[src/rtl/ptm_pkg.sv]
// Purpose: constants and carriers for the trim/margin command registers
// Assumes: one clock, synchronous active-low reset
// Notes:   command codes are the register offsets on the command port
package ptm_pkg;

  localparam logic [7:0]  PTM_CMD_REV     = 8'hAE;
  localparam logic [7:0]  PTM_CMD_SCRATCH = 8'hD0;
  localparam logic [7:0]  PTM_CMD_TRIM    = 8'hD4;
  localparam logic [7:0]  PTM_CMD_MHI     = 8'hD5;

  // revision count, arbitrary neutral value; first silicon counts from zero
  localparam logic [15:0] PTM_SILICON_REV = 16'h0000;
  localparam logic [7:0]  PTM_REV_COUNT   = 8'h02;

  localparam logic [15:0] PTM_SCRATCH_RST = 16'h0000;
  localparam logic [15:0] PTM_TRIM_RST    = 16'h0000;
  localparam logic [15:0] PTM_MHI_RST0    = 16'h0009;
  localparam logic [15:0] PTM_MHI_RST1    = 16'h000F;
  localparam logic [7:0]  PTM_SCRATCH_MSK = 8'hFF;

  localparam logic signed [15:0] PTM_TRIM_MIN = 16'shFFC0; // -64
  localparam logic signed [15:0] PTM_TRIM_MAX = 16'sh003F; // +63
  localparam logic signed [15:0] PTM_MHI_MIN  = 16'sh0000;
  localparam logic signed [15:0] PTM_MHI_MAX  = 16'sh001F; // 31

  localparam logic [4:0]  PTM_VOUT_EXP    = 5'h17;   // linear, exponent -9

  typedef enum logic [1:0] {
    PTM_SLEW_RISE = 2'h0,
    PTM_SLEW_TRAN = 2'h1,
    PTM_SLEW_FALL = 2'h3
  } ptm_slew_t;

  typedef enum logic [1:0] {
    PTM_ST_SOFTSTART = 2'h0,
    PTM_ST_STEADY    = 2'h1,
    PTM_ST_TOFFDLY   = 2'h3,
    PTM_ST_SOFTSTOP  = 2'h2
  } ptm_opstate_t;

  typedef struct packed {
    logic        write;
    logic        read;
    logic [7:0]  cmd;
    logic        isBlock;
    logic [15:0] data;
  } ptm_req_t;

  typedef struct packed {
    logic        ack;
    logic        nack;
    logic [7:0]  byteCount;
    logic [15:0] data;
  } ptm_rsp_t;

endpackage

[src/rtl/ptm_trim_margin_regs.sv]
// Purpose: command registers for revision, scratch, trim and margin high
// Assumes: requests are single-cycle pulses already decoded from the bus
// Notes:   all outputs registered; reference offset is in 1.953 mV counts
////////////////////////////////////////////////////////////////////////////
// How it works
// - revision command is read-only, returns one 16-bit word via block read
// - revision count is zero for first silicon, increments per revision
// - block read reports byte count two, low byte then high byte
// - scratch accepts writes in lower eight bits only
// - scratch served by word transactions only, never block read or write
// - store-all saves scratch and trim to nonvolatile storage
// - trim adds a constant signed offset to error amp reference
// - loop slave refuses trim/margin access: NACK, no write, fault, alert
// - trim spans -64 to +63 output counts
// - out-of-range write clamps, raises alert, comm fault, invalid data
// - combined reference bounded by max, min, command and other offsets
// - reference slew rate chosen by operating state
// - trim is sixteen-bit two's complement, high byte sign extension
// - trim resets to zero, no offset until written
// - margin high operation raises output by margin-high offset
// - margin-high offset ranges zero to thirty-one counts
// - only five low margin-high bits writable, rest read-only
// - margin high restores to 0009h or 000Fh by restore select
// - output format fixed linear with exponent minus nine
module ptm_trim_margin_regs
  import ptm_pkg::*;
(
  input  wire logic               clk,
  input  wire logic               resetn,
  input  wire ptm_req_t           req,
  input  wire logic               loopSlave,
  input  wire logic               marginHighRestoreSelect,
  input  wire logic               restoreNow,
  input  wire logic               storeAll,
  input  wire logic               nvValid,
  input  wire logic [15:0]        nvScratch,
  input  wire logic [15:0]        nvTrim,
  input  wire logic               marginHighOp,
  input  wire ptm_opstate_t       opState,
  input  wire logic signed [15:0] voutCommand,
  input  wire logic signed [15:0] voutMax,
  input  wire logic signed [15:0] voutMin,
  input  wire logic               clearFaults,
  output ptm_rsp_t                rsp,
  output logic                    alert,
  output logic                    commFault,
  output logic                    invalidData,
  output logic                    invalid_command_fault,
  output logic                    nvWrite,
  output logic [15:0]             nvScratchOut,
  output logic [15:0]             nvTrimOut,
  output logic signed [15:0]      error_amp_reference,
  output ptm_slew_t               slewSelect,
  output logic [4:0]              voutExponent
);

  // clamp a signed value into [lo, hi]
  function automatic logic signed [15:0] clampS(
    input logic signed [15:0] v,
    input logic signed [15:0] lo,
    input logic signed [15:0] hi);
    clampS = (v < lo) ? lo : ((v > hi) ? hi : v);
  endfunction

  // true when v lies outside [lo, hi]
  function automatic logic outside(
    input logic signed [15:0] v,
    input logic signed [15:0] lo,
    input logic signed [15:0] hi);
    outside = (v < lo) || (v > hi);
  endfunction

  logic [7:0]         scratchLow;
  logic signed [15:0] trim;
  logic [4:0]         marginHigh;

  ////////////////////////////////////////////////////////////////////////
  // command decode
  wire logic access    = req.write | req.read;
  wire logic hitRev    = req.cmd == PTM_CMD_REV;
  wire logic hitScr    = req.cmd == PTM_CMD_SCRATCH;
  wire logic hitTrim   = req.cmd == PTM_CMD_TRIM;
  wire logic hitMhi    = req.cmd == PTM_CMD_MHI;
  wire logic hitLoop   = hitTrim | hitMhi;
  wire logic refused   = access & hitLoop & loopSlave;
  wire logic badRev    = req.write & hitRev;
  wire logic badScr    = access & hitScr & req.isBlock;
  wire logic known     = hitRev | hitScr | hitLoop;
  wire logic doNack    = access & (refused | badRev | badScr | ~known);
  wire logic wrScr     = req.write & hitScr & ~doNack;
  wire logic wrTrim    = req.write & hitTrim & ~doNack;
  wire logic wrMhi     = req.write & hitMhi & ~doNack;

  // range checks on written values
  wire logic signed [15:0] wrVal = req.data;
  wire logic trimBad = wrTrim & outside(wrVal, PTM_TRIM_MIN, PTM_TRIM_MAX);
  wire logic mhiBad  = wrMhi & outside(wrVal, PTM_MHI_MIN, PTM_MHI_MAX);
  wire logic rangeErr = trimBad | mhiBad;
  wire logic signed [15:0] trimClamped =
    clampS(wrVal, PTM_TRIM_MIN, PTM_TRIM_MAX);
  wire logic signed [15:0] mhiClamped  =
    clampS(wrVal, PTM_MHI_MIN, PTM_MHI_MAX);

  // read data: read-only bits come back as zero or sign
  wire logic [15:0] readVal =
    hitRev  ? PTM_SILICON_REV :
    hitScr  ? {8'h00, scratchLow} :
    hitTrim ? trim :
    hitMhi  ? {11'h000, marginHigh} : 16'h0000;
  wire logic [7:0] readCount = hitRev ? PTM_REV_COUNT : 8'h00;

  ////////////////////////////////////////////////////////////////////////
  // reference computation and slew selection
  wire logic signed [15:0] mhiOffset =
    marginHighOp ? $signed({11'h000, marginHigh}) : 16'sh0000;
  wire logic signed [15:0] refRaw = 16'(voutCommand + trim + mhiOffset);
  wire logic signed [15:0] refBound =
    clampS(refRaw, voutMin, voutMax);
  wire ptm_slew_t slewNext =
    (opState == PTM_ST_SOFTSTART) ? PTM_SLEW_RISE :
    (opState == PTM_ST_SOFTSTOP)  ? PTM_SLEW_FALL : PTM_SLEW_TRAN;
  wire logic [4:0] mhiRestore = marginHighRestoreSelect ?
    PTM_MHI_RST1[4:0] : PTM_MHI_RST0[4:0];

  ////////////////////////////////////////////////////////////////////////
  // register storage
  always_ff @(posedge clk) begin
    if (!resetn) begin
      scratchLow <= PTM_SCRATCH_RST[7:0];
      trim       <= PTM_TRIM_RST;
      marginHigh <= mhiRestore;
    end else if (restoreNow) begin
      marginHigh <= mhiRestore;
      if (nvValid) begin
        scratchLow <= nvScratch[7:0];
        trim       <= clampS(nvTrim, PTM_TRIM_MIN, PTM_TRIM_MAX);
      end
    end else begin
      if (wrScr)
        scratchLow <= req.data[7:0] & PTM_SCRATCH_MSK;
      if (wrTrim)
        trim <= trimClamped;
      if (wrMhi)
        marginHigh <= mhiClamped[4:0];
    end
  end

  // response to each request, one cycle after it
  always_ff @(posedge clk) begin
    if (!resetn) begin
      rsp <= '0;
    end else begin
      rsp.ack       <= access & ~doNack;
      rsp.nack      <= doNack;
      rsp.byteCount <= (req.read & ~doNack) ? readCount : 8'h00;
      rsp.data      <= (req.read & ~doNack) ? readVal : 16'h0000;
    end
  end

  // fault flags: set wins over clear
  always_ff @(posedge clk) begin
    if (!resetn) begin
      commFault             <= 1'b0;
      invalidData           <= 1'b0;
      invalid_command_fault <= 1'b0;
      alert                 <= 1'b0;
    end else begin
      invalid_command_fault <= doNack | (invalid_command_fault & ~clearFaults);
      invalidData <= rangeErr | (invalidData & ~clearFaults);
      commFault   <= doNack | rangeErr | (commFault & ~clearFaults);
      alert       <= doNack | rangeErr | (alert & ~clearFaults);
    end
  end

  // nonvolatile save and analog-facing outputs
  always_ff @(posedge clk) begin
    if (!resetn) begin
      nvWrite             <= 1'b0;
      nvScratchOut        <= 16'h0000;
      nvTrimOut           <= 16'h0000;
      error_amp_reference <= 16'sh0000;
      slewSelect          <= PTM_SLEW_RISE;
      voutExponent        <= PTM_VOUT_EXP;
    end else begin
      nvWrite             <= storeAll;
      nvScratchOut        <= {8'h00, scratchLow};
      nvTrimOut           <= trim;
      error_amp_reference <= refBound;
      slewSelect          <= slewNext;
      voutExponent        <= PTM_VOUT_EXP;
    end
  end

endmodule // ptm_trim_margin_regs

[config.mk]
export PLATFORM = sky130hd
export DESIGN_NAME = ptm_trim_margin_regs
export DESIGN_NICKNAME = d
export VERILOG_FILES = /design/src/rtl/ptm_pkg.sv /design/src/rtl/ptm_trim_margin_regs.sv
export SDC_FILE = /design/constraint.sdc
export NUM_CORES = 1
export LEC_CHECK = 0
export ABC_AREA = 1
export BUFFER_PORTS_ARGS = -buffer_cell sky130_fd_sc_hd__buf_4
export CAP_MARGIN = 20
export CORE_ASPECT_RATIO = 1.5
export CORE_MARGIN = 2
export CORE_UTILIZATION = 30
export DETAILED_ROUTE_END_ITERATION = 8
export GPL_TIMING_DRIVEN = 0
export PLACE_DENSITY = 0.59
export SKIP_CTS_REPAIR_TIMING = 1
export SLEW_MARGIN = 25
export SYNTH_ARGS = -nofsm -noshare
export SYNTH_HDL_FRONTEND = slang
export SYNTH_SLANG_ARGS = --single-unit
[constraint.sdc]
create_clock -name clk -period 4.15 [get_ports clk]
set_input_delay 0.83 -clock clk [delete_from_list [all_inputs] [get_ports clk]]
set_output_delay 0.83 -clock clk [all_outputs]
set_load 0.01 [all_outputs]
==> flow_metrics.tcl, run 1 <==
set metrics [dict create \
    timing.max_cap.violations 0 \
    async_flop_share 0 \
    ir_worst_vdd_mv 0.194 \
    end_kind "flip-flop" \
    synth_area_sq_um 6100 \
    initial_core_util 0.307 \
    die_h_um 179 \
    ys_types 40 \
    period_minus_slack_ps 4130 \
    setup_slack_ps 16.6 \
    synth-edff-count 5 \
    vias 6144 \
    worstPathRequired_ps 4400 \
    layout_commonest_cell "nand2_1" \
    finClkSkew_ps 11.1 \
    drtPass1Iterations 4 \
    relSlewSlack 0.412 \
    die_x_um 120 \
    grt_usage 0.168 \
    globalplace.congestion 0.893 \
    crit_path_start_kind "input pin" \
    hp-start "scratchLow[3]" \
    antenna_cells 0 \
    clkSlewWorstSetupHoldPaths_ps 70 \
    syn_area_per_cell_sq_um 6.94 \
    hold_depth 2 \
    h-tree-depth 3 \
    detail-route-antenna-nets 0 \
    outcome "finished clean" \
    finalSetupViolCount 0 \
    io-pin-count 204 \
    nets 1273 \
    worstPathMaxFanout 6 \
    place_ws_ps -687 \
    power_leakage_uw 0.00470 \
    grt_max_degree 18 \
    drt_wl_total_mm 18.4 \
    ys_ff_latch 95 \
    cts-root-buf "clkbuf_16" \
    wl_per_cell_um 13.6 \
    numCtsBuffers 9 \
    dp_hpwl_mm 15.1 \
    viasPerCell 4.52 \
    die-area_sq_um 21500 \
    num_rows 63 \
    setup-tns-final_ps 0 \
    final_cell_mix "nand2_1, buf_4, inv_1, dfxtp_1, nand3_1" \
    clk_latency_ps 350 \
    cts.sinks 95 \
    hp-class "flip-flop to flip-flop" \
    yosysWarnings 0 \
    seq_area_frac_synth 0.320 \
    rsz0062_at_grt "yes" \
    regToRegEndpoint "error_amp_reference[5]" \
    io_buffers 175 \
    area_growth_pct 40.2 \
    tightest_slew_ps 875 \
    grt-ovfl-total 0 \
    slew_viol_final 0 \
    coreArea_sq_um 19900 \
    cts.path.max_buffers 2 \
    hold-path-endpoint "nvScratchOut[3]" \
    ff2ff_path_depth 24 \
    synthFlopType "dfxtp_1" \
    synth_cells 878 \
    antenna_found_initial 0 \
    drive_above_1_share 0.285 \
    path_class "input pin to flip-flop" \
    grt_pass1_vias 5991 \
    first_iter_violations 201 \
    timing.fmax_mhz 242 \
    fin_crit_sh 0.996 \
    powerDensity_nw_per_um2 371 \
    rr_startpoint "marginHigh[1]" \
    drcViolationCount 0 \
    final-hold-violation-count 0 \
    cts_tree "yes" \
    arrival_ps 4380 \
    r2r_setup_slack_ps 170 \
    grt_pass1_wl_mm 28.2 \
]
[cell type report]
type | count | area, sq um
tap | 260 | 325
sequential | 95 | 1950
multi-input combinational | 609 | 3660
clock buffer | 10 | 239
fill | 2111 | 11300
clock inverter | 6 | 75.1
timing repair buffer | 187 | 1440
inverter | 155 | 587
buffer | 37 | 263
[synthesized netlist by cell type, types with 2 or more instances]
master    count  share of area
xnor2_1       3         0.0043
dfxtp_1      90           0.30
o21bai_1      4         0.0049
nand2_2       6         0.0062
buf_4        23          0.028
nor3_1       10         0.0082
conb_1        2         0.0012
inv_1       149          0.092
nand3_2       5         0.0082
clkbuf_1      8         0.0049
ha_1         55           0.11
nand4_1      25          0.026
a21oi_1      41          0.034
nand2_4       3         0.0055
nor3_2        3         0.0049
o21ai_0      13          0.011
or2_2         2         0.0021
nand3_4       3         0.0086
xor2_1        8          0.011
edfxtp_1      5          0.025
a31oi_1       5         0.0051
nand3_1      84          0.069
o22ai_1       2         0.0021
clkinv_1      2         0.0012
fa_1          6          0.020
nor2_1       66          0.041
inv_2         3         0.0018
buf_2         3         0.0025
nand2_1     236           0.15
buf_6         2         0.0037
o211ai_1      2         0.0025
[how the worst max path moves through the flow]
stage                   start                 endpoint  slack, ps  depth (start not counted)
4_1_cts          marginHighOp  error_amp_reference[12]       -330                         23
3_3_place_gp   voutCommand[1]  error_amp_reference[12]       -670                         23
6_report         marginHighOp   error_amp_reference[5]         20                         25
5_1_grt          marginHighOp  error_amp_reference[12]       -180                         23
3_5_place_dp     marginHighOp  error_amp_reference[12]       -690                         26
2_1_floorplan  voutCommand[1]   error_amp_reference[0]        130                         25
[layer usage]
metal,GRT usage,share of wire
met1,0.163,0.36
met2,0.329,0.55
met3,0.0297,0.050
met4,0.0916,0.043
met5,0,0
[state kept, by name, summed over array words and instances, names as in the netlist, 2 cells and up]
signal,count
nvScratchOut,8
rsp,19
marginHigh,5
error_amp_reference,16
slewSelect,2
scratchLow,8
nvTrimOut,16
trim,16
[per-stage QoR]
stage           util  hold slack [ps]  cell area (sq um)  instances  total power (uW)
2_1_floorplan      -              421               6160        896              1720
3_3_place_gp   0.393              441               7800       1331              2070
3_5_place_dp   0.393              435               7800       1331              2080
4_1_cts        0.409              450               8120       1347              2970
5_1_grt        0.430              481               8550       1359              3380
6_report       0.430              449               8550       1359              3170
[critical path: stages]
cell      delay [ps]
buf_8             90
nand2_4           40
fa_1             530
inv_1             50
ha_2             190
fa_2             380
nand2_2           80
nand2_2           70
nand3_2           80
nand2_4           70
nand2_2           90
nor2_2            40
o21bai_1         150
nand2_2          120
ha_4             280
nand4_1          120
nor3_4           330
nand2_2          130
nand3_4          130
nand3_4          150
buf_12           180
nand2_4           50
nand3_2           60
nand2_2          100
inv_2             30
[power breakdown]
group	internal, uW	leakage [uW]	total (uW)	switching, uW
Sequential	995	0.000787	1030	32.7
Combinational	563	0.00376	1260	699
Clock	494	0.000152	881	388
[logic make-up after synthesis]
family	share of synthesized area
DFF	0.320
other	0.00123
and+or+nand+nor	0.330
AOI/OAI and AO/OA	0.0640
xor gates and xnor gates	0.0158
adders and majority gates	0.133
buffers and inverters	0.136
Power figures use the tool's default switching activity.
==> run 2, diff against run 1 <==
CORE_MARGIN = unset   (was 2)
CORE_UTILIZATION = 47   (was 30)
PLACE_DENSITY = 0.83   (was 0.59)
SETUP_SLACK_MARGIN = 0.5   (was unset)
==> run 2 against run 1 <==
The run now ends with negative setup slack left. Worst hold slack gained 4.5 ps. Critical endpoint unchanged. Critical path depth is the same. Die area fell by 37%. Sequential share of layout area rose by 0.44 points. Core utilization up 24 points.
==> flow_metrics.tcl, run 2 (synthesized netlist as in run 1, its figures left out) <==
set metrics [dict create \
    outcome "finished, violations left" \
    failed_checks "negative setup slack" \
    period_minus_slack_ps 4170 \
    detail-route-antenna-nets 0 \
    finClkSkew_ps 7.50 \
    grt_max_degree 18 \
    powerDensity_nw_per_um2 378 \
    fin_crit_sh 1.01 \
    worstPathRequired_ps 4400 \
    slew_viol_final 0 \
    p_int_uw 2070 \
    io_buffers 175 \
    arrival_ps 4430 \
    drive_above_1_share 0.279 \
    timing.fmax_mhz 240 \
    regMostFlops "rsp" \
    globalplace.congestion 0.886 \
    multi_input_area_sq_um 3630 \
    final_util 0.667 \
    timing.max_cap.violations 0 \
    place_ws_ps -442 \
    p_total_uw 3170 \
    initial_core_util 0.485 \
    ff2ff_path_depth 24 \
    relSlewSlack 0.383 \
    dp.cells 1227 \
    cts.path.max_buffers 2 \
    finalSetupViolCount 2 \
    dp_hpwl_mm 13.7 \
    fillers 1098 \
    ir_worst_vdd_mv 0.224 \
    place_area_sq_um 7760 \
    first_iter_violations 180 \
    crit_path_start_kind "input pin" \
    path_class "input pin to flip-flop" \
    cts-root-buf "clkbuf_16" \
    cts.sinks 95 \
    die_x_um 95.0 \
    final_cell_mix "nand2_1, buf_4, inv_1, dfxtp_1, nand3_1" \
    layout_commonest_cell "nand2_1" \
    final-hold-violation-count 0 \
    clkSlewWorstSetupHoldPaths_ps 70 \
    pwr-share-clk 0.290 \
    drt_wl_total_mm 17.0 \
    switching_share 0.349 \
    grt_usage 0.254 \
    rsz0062_at_grt "yes" \
    die_h_um 141 \
    vias 6253 \
    io-pin-count 204 \
    end_kind "flip-flop" \
    h-tree-depth 3 \
    hold_depth 2 \
    antenna_found_initial 0 \
    final_area_sq_um 8380 \
    coreArea_sq_um 12600 \
    wl_per_cell_um 13.6 \
    cts_tree "yes" \
    num_rows 50 \
    numCtsBuffers 9 \
    setup_slack_ps -21.8 \
    drcViolationCount 0 \
    worstPathMaxFanout 7 \
    grt_pass1_wl_mm 26.6 \
    viasPerCell 4.98 \
    largest_reg_flops 19 \
    seqPwrFrac 0.324 \
    tightest_slew_ps 918 \
    regArea_sq_um 1950 \
    grt_pass1_vias 6022 \
    antenna_cells 0 \
    netSwitchingPower_uw 1110 \
    p_comb_frac 0.386 \
    clk_latency_ps 350 \
    die-area_sq_um 13400 \
    power_leakage_uw 0.00470 \
    layout.cells.non_filler 1255 \
    nets 1273 \
    grt-ovfl-total 0 \
    hp-class "flip-flop to flip-flop" \
    drtPass1Iterations 7 \
    area_growth_pct 37.5 \
]
## run 2: changes by cell type in the layout (fill, tap and decap cells not counted), moves of 3 or more
| cell | delta |
|---|---|
| nand2_2 | -3 |
| inv_2 | -3 |
| nand3_2 | +4 |
| nand3_1 | -3 |
| nand2_1 | +4 |
## run 2: path summary, 6_finish.rpt
path                 start                      to  slack [ps]
max           marginHighOp  error_amp_reference[5]         -20
min          scratchLow[6]         nvScratchOut[6]         450
max reg2reg  marginHigh[1]  error_amp_reference[5]         130
min reg2reg  scratchLow[6]         nvScratchOut[6]         450
## run 2: metal layers
layer  up-vias  routed length [um]  global-route usage
li1       3181                   -                   -
met1      2794                6040               0.251
met2       230                9360               0.490
met3        48                 854              0.0370
met4         0                 794               0.135
met5         -                   0                   0
## run 2: cell type report
class | instances | share of cell area
multi-input combinational | 609 | 0.433
sequential | 95 | 0.233
clock buffer | 11 | 0.0315
timing repair buffer | 187 | 0.169
tap | 156 | 0.0233
clock inverter | 5 | 0.00821
inverter | 155 | 0.0709
buffer | 37 | 0.0312
## run 2: power by group through the flow
stage	combinational (uW)	clock, uW	sequential [uW]
6_report	1220	920	1030
5_1_grt	1360	969	1040
4_1_cts	1060	923	1030
3_5_place_dp	1050	0	1050
3_3_place_gp	1030	0	1050
2_1_floorplan	682	0	1070
## run 2: critical path, stage by stage
cell	delay, ps
buf_8	90
nand2_4	40
fa_1	530
inv_1	50
ha_2	190
fa_2	370
nand2_2	70
nand2_2	50
nand3_2	90
nand2_4	80
nand2_4	100
nor2_2	40
o21bai_1	160
nand2_2	110
ha_4	280
nand4_1	140
nor3_4	350
nand2_2	130
nand3_4	130
nand3_4	150
buf_4	180
nand2_2	60
nand3_2	60
nand2_2	80
inv_1	40
## run 2: per-stage QoR
step           TNS (ps)  hold WS (ps)
2_1_floorplan         0           421
3_3_place_gp      -5370           439
3_5_place_dp      -6160           443
4_1_cts            -852           453
5_1_grt           -1890           484
6_report          -22.2           454
